$ cat src/verilog/hcsc_cfg.svh
// register offsets, field positions, reset values and timing counts for the hub status/command bank
`ifndef HCSC_CFG_SVH
`define HCSC_CFG_SVH
`define HCSC_ADDR_W 8
`define HCSC_STATUS_CMD_OFFSET 8'hF8
`define HCSC_STATUS_CMD_RESET 8'h00
`define HCSC_BIT_CONFIG_MODE 0
`define HCSC_BIT_RELOAD_CMD 1
`define HCSC_RELOAD_TIME_NS 200
`define HCSC_CLK_PERIOD_NS 40
`define HCSC_RELOAD_CYCLES ((`HCSC_RELOAD_TIME_NS + `HCSC_CLK_PERIOD_NS - 1) / `HCSC_CLK_PERIOD_NS)
`define HCSC_CFG_RESET 8'h00
// strap synchroniser idle image: power straps high, polarity high, charge straps low
`define HCSC_STRAP_SYNC_RESET 8'hE0
`endif

$ cat src/verilog/hcsc_pkg.sv
// types shared by the hub status/command bank
package hcsc_pkg;
  typedef logic [7:0] hcsc_byte_t;
  typedef enum logic [1:0] {
    HCSC_IDLE = 2'b00,
    HCSC_RELOAD = 2'b01,
    HCSC_DONE = 2'b11
  } hcsc_state_t;
endpackage

$ cat src/verilog/hcsc_status_cmd.sv
// hub device status/command register with straps, config store and upstream attach gate
`timescale 1ns/1ps
`include "hcsc_cfg.svh"
//Contract
// - status bits 7:2 ignore writes and read as zero
// - writing one to reload bit restores all config registers to reset values
// - reload bit self-clears when restore ends; writing zero changes nothing
// - config mode flag set by hardware on entering management mode
// - upstream attach held off while config mode flag is one
// - writing one clears config mode flag; writing zero has no effect
// - both power straps low gives individual per-port power control
// - each port's charge strap high enables battery charge support
// - polarity strap unconnected or high drives power enables active high
module hcsc_status_cmd (
  // clock and reset
  input wire logic clock_in,
  input wire logic reset_n_in,
  // management register port
  input wire logic mgmt_mode_enter_in,
  input wire logic reg_write_in,
  input wire logic reg_read_in,
  input wire logic [`HCSC_ADDR_W-1:0] reg_addr_in,
  input wire hcsc_pkg::hcsc_byte_t reg_wdata_in,
  output logic [7:0] reg_rdata_out,
  // straps
  input wire logic ganged_n_in,
  input wire logic port_power_mgmt_n_in,
  input wire logic power_enable_polarity_in,
  input wire logic [3:0] charge_enable_port_in,
  // port power requests from hub core
  input wire logic [3:0] port_power_request_in,
  // outputs
  output logic upstream_attach_allow_out,
  output logic individual_power_out,
  output logic [3:0] charge_enable_out,
  output logic [3:0] port_power_enable_out,
  output logic reload_busy_out
);
  import hcsc_pkg::*;

  // synchronisers for pins
  logic [7:0] pin_meta;
  logic [7:0] pin_sync;
  logic [3:0] req_meta;
  logic [3:0] req_sync;
  logic mode_meta;
  logic mode_sync;
  logic mode_prev;

  // register state
  logic config_mode_flag;
  logic register_reload_cmd;
  hcsc_state_t state;
  hcsc_state_t next_state;
  logic [3:0] reload_count;
  hcsc_byte_t cfg_mem [0:7];
  logic next_config_mode_flag;
  logic next_register_reload_cmd;
  logic [7:0] next_rdata;
  logic polarity_high;
  logic hit_status;
  logic hit_cfg;
  logic reload_done;
  logic mode_rise;

  // named strobes and selections
  logic status_write;
  logic reload_request;
  logic flag_clear_request;
  logic reload_active;
  logic cfg_write_allowed;
  logic next_individual_power;
  logic [3:0] next_port_power;

  // two-flop sampling of straps and mode line
  // only the second flop of each pair is read by logic
  always_ff @(posedge clock_in or negedge reset_n_in) begin
    if (!reset_n_in) begin
      // straps start at their idle levels so no port is powered or reported
      // individually switched in the two cycles before the first real sample
      pin_meta <= `HCSC_STRAP_SYNC_RESET;
      pin_sync <= `HCSC_STRAP_SYNC_RESET;
      req_meta <= 4'h0;
      req_sync <= 4'h0;
      mode_meta <= 1'b0;
      mode_sync <= 1'b0;
      mode_prev <= 1'b0;
    end else begin
      pin_meta <= {ganged_n_in, port_power_mgmt_n_in, power_enable_polarity_in, 1'b0, charge_enable_port_in};
      pin_sync <= pin_meta;
      req_meta <= port_power_request_in;
      req_sync <= req_meta;
      mode_meta <= mgmt_mode_enter_in;
      mode_sync <= mode_meta;
      mode_prev <= mode_sync;
    end
  end

  // slot decode of the config store, shared by all eight slots below
  function automatic logic cfg_slot_hit(input logic [`HCSC_ADDR_W-1:0] addr, input logic [2:0] slot);
    cfg_slot_hit = (addr[7:3] == 5'h00) && (addr[2:0] == slot);
  endfunction

  // address decode
  // status byte sits at its fixed offset, the store fills the bottom eight bytes
  assign hit_status = (reg_addr_in == `HCSC_STATUS_CMD_OFFSET);
  assign hit_cfg = (reg_addr_in[7:3] == 5'h00);
  assign mode_rise = mode_sync & ~mode_prev;
  assign reload_done = (state == HCSC_DONE);
  assign reload_active = (state == HCSC_RELOAD);
  // an unconnected polarity strap floats high through the pad pull-up
  assign polarity_high = pin_sync[5];

  // write strobes split by target; config writes are dropped while the reload bit is set
  assign status_write = reg_write_in && hit_status;
  assign reload_request = status_write && reg_wdata_in[`HCSC_BIT_RELOAD_CMD];
  assign flag_clear_request = status_write && reg_wdata_in[`HCSC_BIT_CONFIG_MODE];
  assign cfg_write_allowed = reg_write_in && hit_cfg && !register_reload_cmd;

  // power selections, registered with the other outputs
  assign next_individual_power = ~pin_sync[7] & ~pin_sync[6];
  assign next_port_power = polarity_high ? req_sync : ~req_sync;

  // reload sequencer: one idle cycle, the restore cycles, then a done cycle
  // that drops the reload bit; the store is held at reset through the restore
  always_comb begin
    next_state = state;
    case (state)
      HCSC_IDLE: begin
        if (register_reload_cmd) begin
          next_state = HCSC_RELOAD;
        end
      end
      HCSC_RELOAD: begin
        if (reload_count == 4'(`HCSC_RELOAD_CYCLES - 1)) begin
          next_state = HCSC_DONE;
        end
      end
      default: begin
        next_state = HCSC_IDLE;
      end
    endcase
  end

  // flag updates, set wins over clear
  // a reload write in the done cycle keeps the bit set and starts again
  always_comb begin
    next_config_mode_flag = config_mode_flag;
    if (flag_clear_request) begin
      next_config_mode_flag = 1'b0;
    end
    if (mode_rise) begin
      next_config_mode_flag = 1'b1;
    end
    next_register_reload_cmd = register_reload_cmd;
    if (reload_done) begin
      next_register_reload_cmd = 1'b0;
    end
    if (reload_request) begin
      next_register_reload_cmd = 1'b1;
    end
  end

  // read data mux; unmapped addresses read as zero
  // the status byte shows only its two live bits
  always_comb begin
    next_rdata = 8'h00;
    if (hit_status) begin
      next_rdata = {6'h00, register_reload_cmd, config_mode_flag};
    end else if (hit_cfg) begin
      next_rdata = cfg_mem[reg_addr_in[2:0]];
    end
  end

  // status register, sequencer and outputs
  // every output is a flop so nothing combinational reaches the pins
  always_ff @(posedge clock_in or negedge reset_n_in) begin
    if (!reset_n_in) begin
      config_mode_flag <= 1'b0;
      register_reload_cmd <= 1'b0;
      state <= HCSC_IDLE;
      reload_count <= 4'h0;
      reg_rdata_out <= 8'h00;
      upstream_attach_allow_out <= 1'b0;
      individual_power_out <= 1'b0;
      charge_enable_out <= 4'h0;
      port_power_enable_out <= 4'h0;
      reload_busy_out <= 1'b0;
    end else begin
      config_mode_flag <= next_config_mode_flag;
      register_reload_cmd <= next_register_reload_cmd;
      state <= next_state;
      reload_count <= reload_active ? reload_count + 4'h1 : 4'h0;
      if (reg_read_in) begin
        reg_rdata_out <= next_rdata;
      end
      upstream_attach_allow_out <= ~config_mode_flag;
      individual_power_out <= next_individual_power;
      charge_enable_out <= pin_sync[3:0];
      port_power_enable_out <= next_port_power;
      reload_busy_out <= register_reload_cmd;
    end
  end

  // general configuration store, restored by reload
  // the restore outranks a host write in the same cycle
  genvar gi;
  generate
    for (gi = 0; gi < 8; gi++) begin : g_cfg
      always_ff @(posedge clock_in or negedge reset_n_in) begin
        if (!reset_n_in) begin
          cfg_mem[gi] <= `HCSC_CFG_RESET;
        end else if (reload_active) begin
          cfg_mem[gi] <= `HCSC_CFG_RESET;
        end else if (cfg_write_allowed && cfg_slot_hit(reg_addr_in, 3'(gi))) begin
          cfg_mem[gi] <= reg_wdata_in;
        end
      end
    end
  endgenerate
endmodule // hcsc_status_cmd

$ cat config.mk
export PLATFORM = sky130hd
export DESIGN_NAME = hcsc_status_cmd
export DESIGN_NICKNAME = d
export VERILOG_FILES = /design/src/verilog/hcsc_pkg.sv /design/src/verilog/hcsc_status_cmd.sv
export VERILOG_INCLUDE_DIRS = /design/src /design/src/verilog
export SDC_FILE = /design/constraint.sdc
export NUM_CORES = 1
export LEC_CHECK = 0
export BUFFER_PORTS_ARGS = -buffer_cell sky130_fd_sc_hd__buf_2
export CORE_AREA = 2 2 96 98
export CTS_CLUSTER_DIAMETER = 40
export DETAILED_ROUTE_END_ITERATION = 7
export DIE_AREA = 0 0 98 100
export GPL_ROUTABILITY_DRIVEN = 0
export GPL_TIMING_DRIVEN = 0
export MAX_ROUTING_LAYER = met4
export PLACE_DENSITY = 0.86
export SETUP_SLACK_MARGIN = 0.4
export SKIP_LAST_GASP = 1
export SLEW_MARGIN = 25
export SYNTH_ARGS = -nofsm -noshare
export SYNTH_HDL_FRONTEND = slang
export SYNTH_SLANG_ARGS = --single-unit
$ cat constraint.sdc
create_clock -name clock_in -period 2.4 [get_ports clock_in]
set_input_delay 0.48 -clock clock_in [delete_from_list [all_inputs] [get_ports clock_in]]
set_output_delay 0.48 -clock clock_in [all_outputs]
set_load 0.05 [all_outputs]
* Word-level counts from Yosys, hierarchy flattened
Cells that the tools add are included.
** Word-level totals
- Register bits after elaboration :: 116
- Bits in latches :: 0
- RAM bits :: 0
- Memory bits (read-only) :: 0
- Input port bits :: 32
- Output and inout port bits :: 19
- Logic and storage cells :: 114
- Memories kept :: 0
** Operators by class
- Add/sub/neg operators :: 1
- $mul :: 0
- Div/mod/pow operators :: 0
- Magnitude comparators :: 1
- Equal/unequal tests :: 13
- Shift operators :: 0
- Muxes and demuxes :: 30
- Bitwise operators :: 8
- Reduce and logical (&&, ||, !) cells :: 36
** Operators with widths (count)
- 2-to-1 mux 8 bit :: 20
- binary-select mux 8 bit (select 3 bit) :: 1
- logical AND 1 bit :: 21
- nonzero test 2 bit :: 10
- equality test 3 bit (second input constant) :: 4
- equality test 8 bit (second input constant) :: 1
- 2-to-1 mux 4 bit :: 2
- equality test 3 x 2 -> 1 bit (second input constant) :: 2
- logical NOT 5 bit :: 1
- adder 4 x 1 -> 4 bit (second input constant) :: 1
- equality test 4 x 3 -> 1 bit (second input constant) :: 1
- greater-or-equal comparator 4 bit (second input constant) :: 1
- 2-to-1 mux 1 bit :: 4
- 2-to-1 mux 2 bit :: 2
- NOT 1 bit :: 4
- NOT 3 -> 4 bit :: 1
- NOT 4 bit :: 1
- case mux 2 bit (2 select lines) :: 1
- equality test 3 x 1 -> 1 bit (second input constant) :: 1
- logical NOT 3 bit :: 1
- AND 1 bit :: 2
- equality test 2 x 1 -> 1 bit (second input constant) :: 1
- equality test 2 bit (second input constant) :: 1
- logical NOT 2 bit :: 1
- 4 further kinds :: 4

* Logic depth before layout (Yosys ltp)
Gate-level depths: netlist (run 1).
- Depth after elaboration :: 6
- Depth in mapped cells :: 7
- Mapped depth without buffers :: 4

* Worst setup path before layout (run 1)
OpenSTA, ideal clock, no wires.
- Path kind :: input port to flip-flop
- Start point :: input reg_addr_in[3]
- End point :: register cfg_mem[17] (netlist bit)
- Library setup time :: 139 ps
- Arrival time :: 2038 ps
- Required time :: 2261 ps
- Slack :: 223 ps
- Stages :: 5
- Path buffers :: 1
- Cell sequence :: or4_4 buf_6 nor4_4 mux2i_1 nor2_2
** Between the ends
- Longest elaborated chain between the ends :: 5
- Elaborated cells between the ends (all ways) :: 6
- Those cells by class :: reduce/logical (6)
** RTL lines
- from (decl) :: line hcsc_status_cmd.sv:22 : input wire logic [`HCSC_ADDR_W-1:0] reg_addr_in,
- logical NOT 5 bit * :: line hcsc_status_cmd.sv:101, hcsc_status_cmd.sv:107
- logical AND 1 bit (2 in a row) :: line hcsc_status_cmd.sv:118 : assign cfg_write_allowed = reg_write_in && hit_cfg && !register_reload_cmd;
- logical AND 1 bit * :: line hcsc_status_cmd.sv:215 : end else if (cfg_write_allowed && cfg_slot_hit(reg_addr_in, 3'(gi))) begin
- nonzero test 2 bit (no source line) *
- to (signal, indexed assignment) :: line hcsc_status_cmd.sv:212 : cfg_mem[gi] <= `HCSC_CFG_RESET;
- to (signal, indexed assignment) :: line hcsc_status_cmd.sv:214 : cfg_mem[gi] <= `HCSC_CFG_RESET;
- to (signal, indexed assignment) :: line hcsc_status_cmd.sv:216 : cfg_mem[gi] <= reg_wdata_in;
- to (decl) :: line hcsc_status_cmd.sv:56 : hcsc_byte_t cfg_mem [0:7];
Every way passes the cells marked *; elsewhere a longest branch is shown, timed or not.
A chain may end at the register's enable or synchronous reset.

* Worst setup path after layout (run 1)
- Start point :: register register_reload_cmd
- End point :: register cfg_mem[45] (netlist bit)
** Between the ends
- Longest elaborated chain between the ends :: 4
** RTL lines
- from (decl) :: line hcsc_status_cmd.sv:52 : logic register_reload_cmd;
- from (signal assigned) :: line hcsc_status_cmd.sv:191 : register_reload_cmd <= next_register_reload_cmd;
- logical NOT 1 bit :: line hcsc_status_cmd.sv:118
- logical AND 1 bit :: line hcsc_status_cmd.sv:118
- logical AND 1 bit :: line hcsc_status_cmd.sv:215
- nonzero test 2 bit (no source line)
Every way passes these cells.

==> metrics.txt, run 1 <==
biggest area consumer among synthesized cells dfrtp_1; Hold WS 0.0563 ns; H-tree Lvls 4; CTS Buf Count 17; Max IR drop VDD 0.000469 V; CTS tree built; Syn Nets roughly 450; Core Region 0.00889 mm2; Int Power just over 4 mW; IO Pins 51; NetSw ~1.6 mW; antenna cell count 0; Root Buffer clkbuf_8; EDFF count, synth 0; max_slew headroom a little over two fifths; post-synthesis average cell area 12.0 um2; hold_sp port_power_mgmt_n_in; Placed Cells about 570; share of total power in the clock network 47.9%; DP HPWL roughly 7000 um; CP endpoint kind register; Worst Path Required 2.82 ns; DR WL/cell 21.1 um; row count 35; final net count 521; setup repair after global routing missed its margin no; Final Non-Filler Cells ~610; mux contribution to synthesized area 13.6%; commonest non-fill, non-tap cell in the layout dfrtp_1; die area 0.00980 mm2; origin of the critical flop-to-flop path register_reload_cmd; layout cells sized above 1 31.4%; Die Wd 98 um; P_leak 2.67 nW; vias per cell 6.19; Mapped Cells 415; Worst Hold Class input port to register; sequential fraction of the synthesis area 58.3%; CP startpoint kind register; antenna viol nets, final 0; register bit total from synthesis 116; largest net degree at the start of global routing 75; sequential share of power 36.8%; vias post-DR 3781; Mapped Area about 0.005 mm2; PortBufs 39; Slew @ Worst Pin about 0.86 ns; Routed Wire Length around 13000 um; Synth top area share 55.2%; worst reg2reg path depth 6; Final period util 82.8%; Sw Share 28.9%; largest family of logic cells by synthesized area simple AND/OR/NAND/NOR gates; Synth Warn # 0; post-route DRC violation count 0; status finished, final reports clean; GR Util All Layers 28.0%; xor-xnor portion of the synthesized cell area between 1 and 1.5%; Initial Util 56.1%; total grt overflow 0; WS Path Type register to register; Longest Clk Path Bufs 2; Synth async-reset ratio 100%; Simple-Gate Fraction of Synth Area 16.3%; pwr/cell area 921 mW/mm2; Synth Flop Type dfrtp_1; Synth Area in Adders 0.502%; Pre-Repair DR Iteration Count 6; Fillers 572; post-synthesis cell type count 39; Comb pwr share 15.3%; Layout Area Growth over Synthesis 23.2%; final hold vios 0; most frequent cells in the layout dfrtp_1, mux2i_1, buf_2; initial antenna violation count 0; hold depth 1; Compound-Gate Fraction of Synth Area 6.44%; clock latency on the worst-skew pair 0.52 ns; Clock transition at path regs ~0.060 ns; skew final between 0.007 and 0.008 ns; Slew Limit Fails 0; DR iter-0 viols between 400 and 500; global-route wire length before repair ~20000 um; Crit. Startpoint register_reload_cmd; Final Core Density 69.2%; crit path DAT between 2 and 2.5 ns; chip height 100 um; Max Fclk 503 MHz; vias in the first global route 3758; largest cells by area after synthesis dfrtp_1, mux2i_1, mux4_2; crit-path max FO 6; clock period minus worst slack 1.99 ns; Max Cap Violations 0; Sink Count 116; Final Setup Violations 0
==> worst paths after layout <==
check                               to  slack (ns)
max                        cfg_mem[45]        0.41
min                        pin_meta[6]        0.06
max reg2reg                cfg_mem[45]        0.41
min reg2reg                req_sync[2]        0.35
max in group asynchronous  cfg_mem[22]        1.28
min in group asynchronous  pin_meta[1]        0.44
==> timing repair <==
action,CTS,global route
hold endpoints to repair,36,0
hold buffers,1,0
resized for setup,1,17
pin swaps,7,3
setup endpoints to repair,54,27
buffers inserted,10,2
==> worst max-delay path: stages, from the launching register on <==
cell     delay [ns]
dfrtp_1        0.43
or3b_2         0.45
buf_4          0.19
nor4_4         0.35
buf_6          0.20
nand3_1        0.12
o21ai_0        0.15
==> power by group through the flow <==
stage          Sequential, mW  Clock (mW)  Combinational (mW)
6_report                 2.09        2.71               0.865
5_1_grt                  2.09        2.82               0.911
4_1_cts                  2.09        2.72               0.845
3_5_place_dp             2.12           0               0.811
3_3_place_gp             2.11           0               0.790
2_1_floorplan            2.15           0               0.474
==> final cells by class <==
type	instances	area, um2	area share [%]
sequential	116	2910	47.3
clock buffer	19	432	7.02
buffer	36	171	2.79
multi-input combinational	252	1900	30.8
clock inverter	13	206	3.36
tap	111	139	2.26
timing repair buffer	53	353	5.74
inverter	11	41.3	0.671
==> through the flow <==
step | setup TNS [ns] | power [mW] | worst slack (ns) | area (um2)
floorplan | 0 | 2.63 | 0.265 | 5000
global placement | -45.45 | 2.90 | -0.391 | 5330
detailed placement | -5.46 | 2.93 | -0.219 | 5370
finish | 0 | 5.66 | 0.413 | 6150
CTS | 0 | 5.65 | 0.413 | 6100
global route | 0 | 5.82 | 0.400 | 6150
==> layer usage <==
layer,track usage (%),part of all wire (%)
met3,8.77,9.5
met2,42.1,49
met4,15.3,4.2
met1,34.2,37
met5,-,0
==> state kept, by name, summed over array words and instances, names as in the netlist, 2 cells and up <==
signal                 flops
req_meta                   4
req_sync                   4
pin_sync                   7
pin_meta                   7
charge_enable_out          4
reg_rdata_out              8
state                      2
port_power_enable_out      4
cfg_mem                   64
reload_count               4
==> Yosys cell counts, types with 2 or more instances <==
master     number
nor2_2         30
inv_1          11
nor2_1          9
o31ai_1         2
nand2_1        38
o21a_1          2
a211oi_1        2
nor4_4          8
dfstp_2         6
ha_1            2
mux2_2          4
o2bb2ai_1       2
mux2i_1        41
a2bb2oi_1       2
mux4_2         10
buf_1           5
dfrtp_1       110
o22ai_1         8
a31oi_1         2
clkbuf_1       28
nor2b_1         5
buf_2           2
xnor2_1         5
nand2b_1        3
o21ai_0        32
nand3_1        33
==> logic make-up (layout without fill, tap and decap cells) <==
kind of cell,Yosys count,after routing
xor gates and xnor gates,6,6
DFF,116,116
buffers and inverters,47,132
AOI/OAI and AO/OA,54,54
muxes,55,55
and+or+nand+nor,135,135
adders and majority gates,2,2
Power figures use the tool's default switching activity.
==> inputs of run 2 (changes only) <==
--- a/config.mk
+++ b/config.mk
@@ -7,14 +7,14 @@
 export NUM_CORES = 1
 export LEC_CHECK = 0
 export BUFFER_PORTS_ARGS = -buffer_cell sky130_fd_sc_hd__buf_2
-export CORE_AREA = 2 2 96 98
+export CORE_AREA = 2 2 101 103
 export CTS_CLUSTER_DIAMETER = 40
 export DETAILED_ROUTE_END_ITERATION = 7
-export DIE_AREA = 0 0 98 100
+export DIE_AREA = 0 0 103 105
 export GPL_ROUTABILITY_DRIVEN = 0
 export GPL_TIMING_DRIVEN = 0
 export MAX_ROUTING_LAYER = met4
-export PLACE_DENSITY = 0.86
+export PLACE_DENSITY = 0.82
 export SETUP_SLACK_MARGIN = 0.4
 export SKIP_LAST_GASP = 1
 export SLEW_MARGIN = 25
==> constraint.sdc (replaced) <==
create_clock -name clock_in -period 1.69 [get_ports clock_in]
set_input_delay 0.338 -clock clock_in [delete_from_list [all_inputs] [get_ports clock_in]]
set_output_delay 0.338 -clock clock_in [all_outputs]
set_load 0.05 [all_outputs]
==> run 2 against run 1 <==
Compared with the run above: the run now ends with setup timing left; die area is 10% higher; global-route usage decreased by 0.84 points; wire length increased by 20%; critical endpoint is now cfg_mem[36]; largest cell class unchanged.
==> metrics.txt, run 2 (synthesis gave the netlist of run 1 again) <==
status finished with violations; violated checks setup timing; hold_sp reg_write_in; crit path DAT 2.24 ns (-0.17 ns); Pre-Repair DR Iteration Count 5 (-1); setup repair after global routing missed its margin yes; max reg flops 64 (unchanged); r2r setup slk -0.16 ns (-0.58 ns); layout cells sized above 1 48.2% (+17 points); skew final 0.00833 ns (+0.00112 ns); final hold vios 0 (unchanged); antenna cell count 0 (unchanged); Final Setup Violations 42 (+42); CTS Buf Count 17 (unchanged); Hold EP register_reload_cmd; chip height 105 um (+5.0%); CTS tree built; row count 36 (+2.9%); Core Region 0.00964 mm2 (+8.4%); vias in the first global route 4209 (+12%); P_leak 3.03 nW (+14%); antenna viol nets, final 0 (unchanged); CP endpoint kind register; origin of the critical flop-to-flop path register_reload_cmd; Root Buffer clkbuf_8; Initial Util 51.8% (-4.4 points); worst reg2reg path depth 6 (unchanged); die area 0.0108 mm2 (+10%); Routed Wire Length 15400 um (+20%); H-tree Lvls 4 (unchanged); Fillers 538 (-5.9%); Max Cap Violations 0 (unchanged); total grt overflow 0 (unchanged); Worst Path Required 2.08 ns (-0.74 ns); final net count 552 (+6.0%); Final period util 110% (+27 points); Sink Count 116 (unchanged); Worst Hold Class input port to register; WS Path Type register to register; Slew Limit Fails 0 (unchanged); Max Fclk 539 MHz (+7.2%); Layout Area Growth over Synthesis 43.7%; hold depth 2 (+1); max_slew headroom 51.7% (+9.0 points); Final Non-Filler Cells 664 (+8.7%); largest registers cfg_mem x64, reg_rdata_out x8; Slew @ Worst Pin 0.725 ns (-0.134 ns); Max IR drop VDD 0.000697 V (+49%); Clock transition at path regs 0.06 ns (about the same); vias post-DR 4029 (+6.6%); Placed Cells 588 (+3.9%); DR iter-0 viols 444 (-3.9%); DR WL/cell 23.3 um (+10%); post-route DRC violation count 0 (unchanged); GR Util All Layers 27.2% (-0.84 points); clock period minus worst slack 1.85 ns (-0.133 ns); pwr/cell area 1170 mW/mm2 (+27%); PortBufs 39 (unchanged); clock latency on the worst-skew pair 0.52 ns (about the same); Die Wd 103 um (+5.1%); largest net degree at the start of global routing 73 (-2.7%); Biggest register cfg_mem; crit-path max FO 7 (+1); global-route wire length before repair 21300 um (+6.9%); IO Pins 51 (unchanged); post-route worst setup slack -0.164 ns (-0.577 ns); most frequent cells in the layout dfrtp_1, nand2_1, nor2_2; DP HPWL 7320 um (+2.5%); commonest non-fill, non-tap cell in the layout dfrtp_1; Hold WS 0.139 ns (+0.0828 ns); vias per cell 6.07 (-1.9%); Longest Clk Path Bufs 2 (unchanged); initial antenna violation count 0 (unchanged); reg-to-reg endpoint cfg_mem[36]; CP startpoint kind register
[run 2: changes by cell type in the layout (fill, tap and decap cells not counted), sizes merged]
| cell | change |
|---|---|
| clkinvlp | -1 |
| clkinv | -2 |
| dlygate4sd3 | +12 |
| clkbuf | +5 |
| buf | +18 |
| bufinv | -1 |
[run 2: area by class of cell]
cell class              count  area [um2]  area share, %
plain buffers              36         304           4.24
clock buffers              23         487           6.79
clock inverters             9         148           2.06
inverters                  11        41.3          0.576
multi-input cells         252        2310           32.3
flip-flops and latches    116        2910           40.6
well taps                 133         166           2.32
repair buffers             84         800           11.1
[run 2: how the worst max path moves through the flow]
stage / endpoint / depth (start not counted) / startpoint / slack, ns
2_1_floorplan: cfg_mem[0] / 5 / reg_addr_in[3] / -0.30
3_3_place_gp: reg_rdata_out[6] / 1 / reset_n_in / -0.95
3_5_place_dp: cfg_mem[3] / 6 / reg_addr_in[3] / -0.76
4_1_cts: cfg_mem[63] / 6 / register_reload_cmd / -0.06
5_1_grt: cfg_mem[50] / 6 / register_reload_cmd / -0.17
6_report: cfg_mem[36] / 6 / register_reload_cmd / -0.16
[run 2: critical path, cell delays in order (launching register included)]
cell and delay, ns:
dfrtp_1 0.40, or3b_4 0.38, buf_6 0.15, nor4_4 0.24, buf_12 0.20, mux2i_1 0.27
nor2_1 0.07
[run 2: stage by stage]
step                TNS [ns]  cell area [um2]  power [mW]  setup WS [ns]  utilization, %
global route           -4.37             7170        8.68         -0.170            74.4
detailed placement    -39.46             5470        4.19         -0.764            56.8
global placement     -144.67             5440        4.15         -0.954            56.4
CTS                   -0.431             6790        8.22        -0.0565            70.4
floorplan              -9.67             5080        3.76         -0.302               -
finish                 -2.40             7170        8.41         -0.164            74.4
[run 2: where the power goes]
group	switching (mW)	leakage, nW	internal (mW)
Combinational	1.14	1.19	0.484
Clock	1.23	0.314	2.58
Sequential	0.0866	1.53	2.89
Total	2.45	3.03	5.96
[run 2: layer usage]
metal	vias up	track usage (%)	part of all wire [%]
met5	-	-	0
met4	0	14.8	7.3
met3	120	8.16	8.7
met2	291	41.7	49
met1	1966	31.8	35
li1	1652	-	-
[run 2: what timing repair did]
action,4_1_cts,5_1_grt
endpoints found under the hold margin,54,0
hold buffers,13,0
endpoints found under the setup margin,93,94
buffers inserted,18,8
cloned,3,2
resized for setup,125,72
pin swaps,9,7
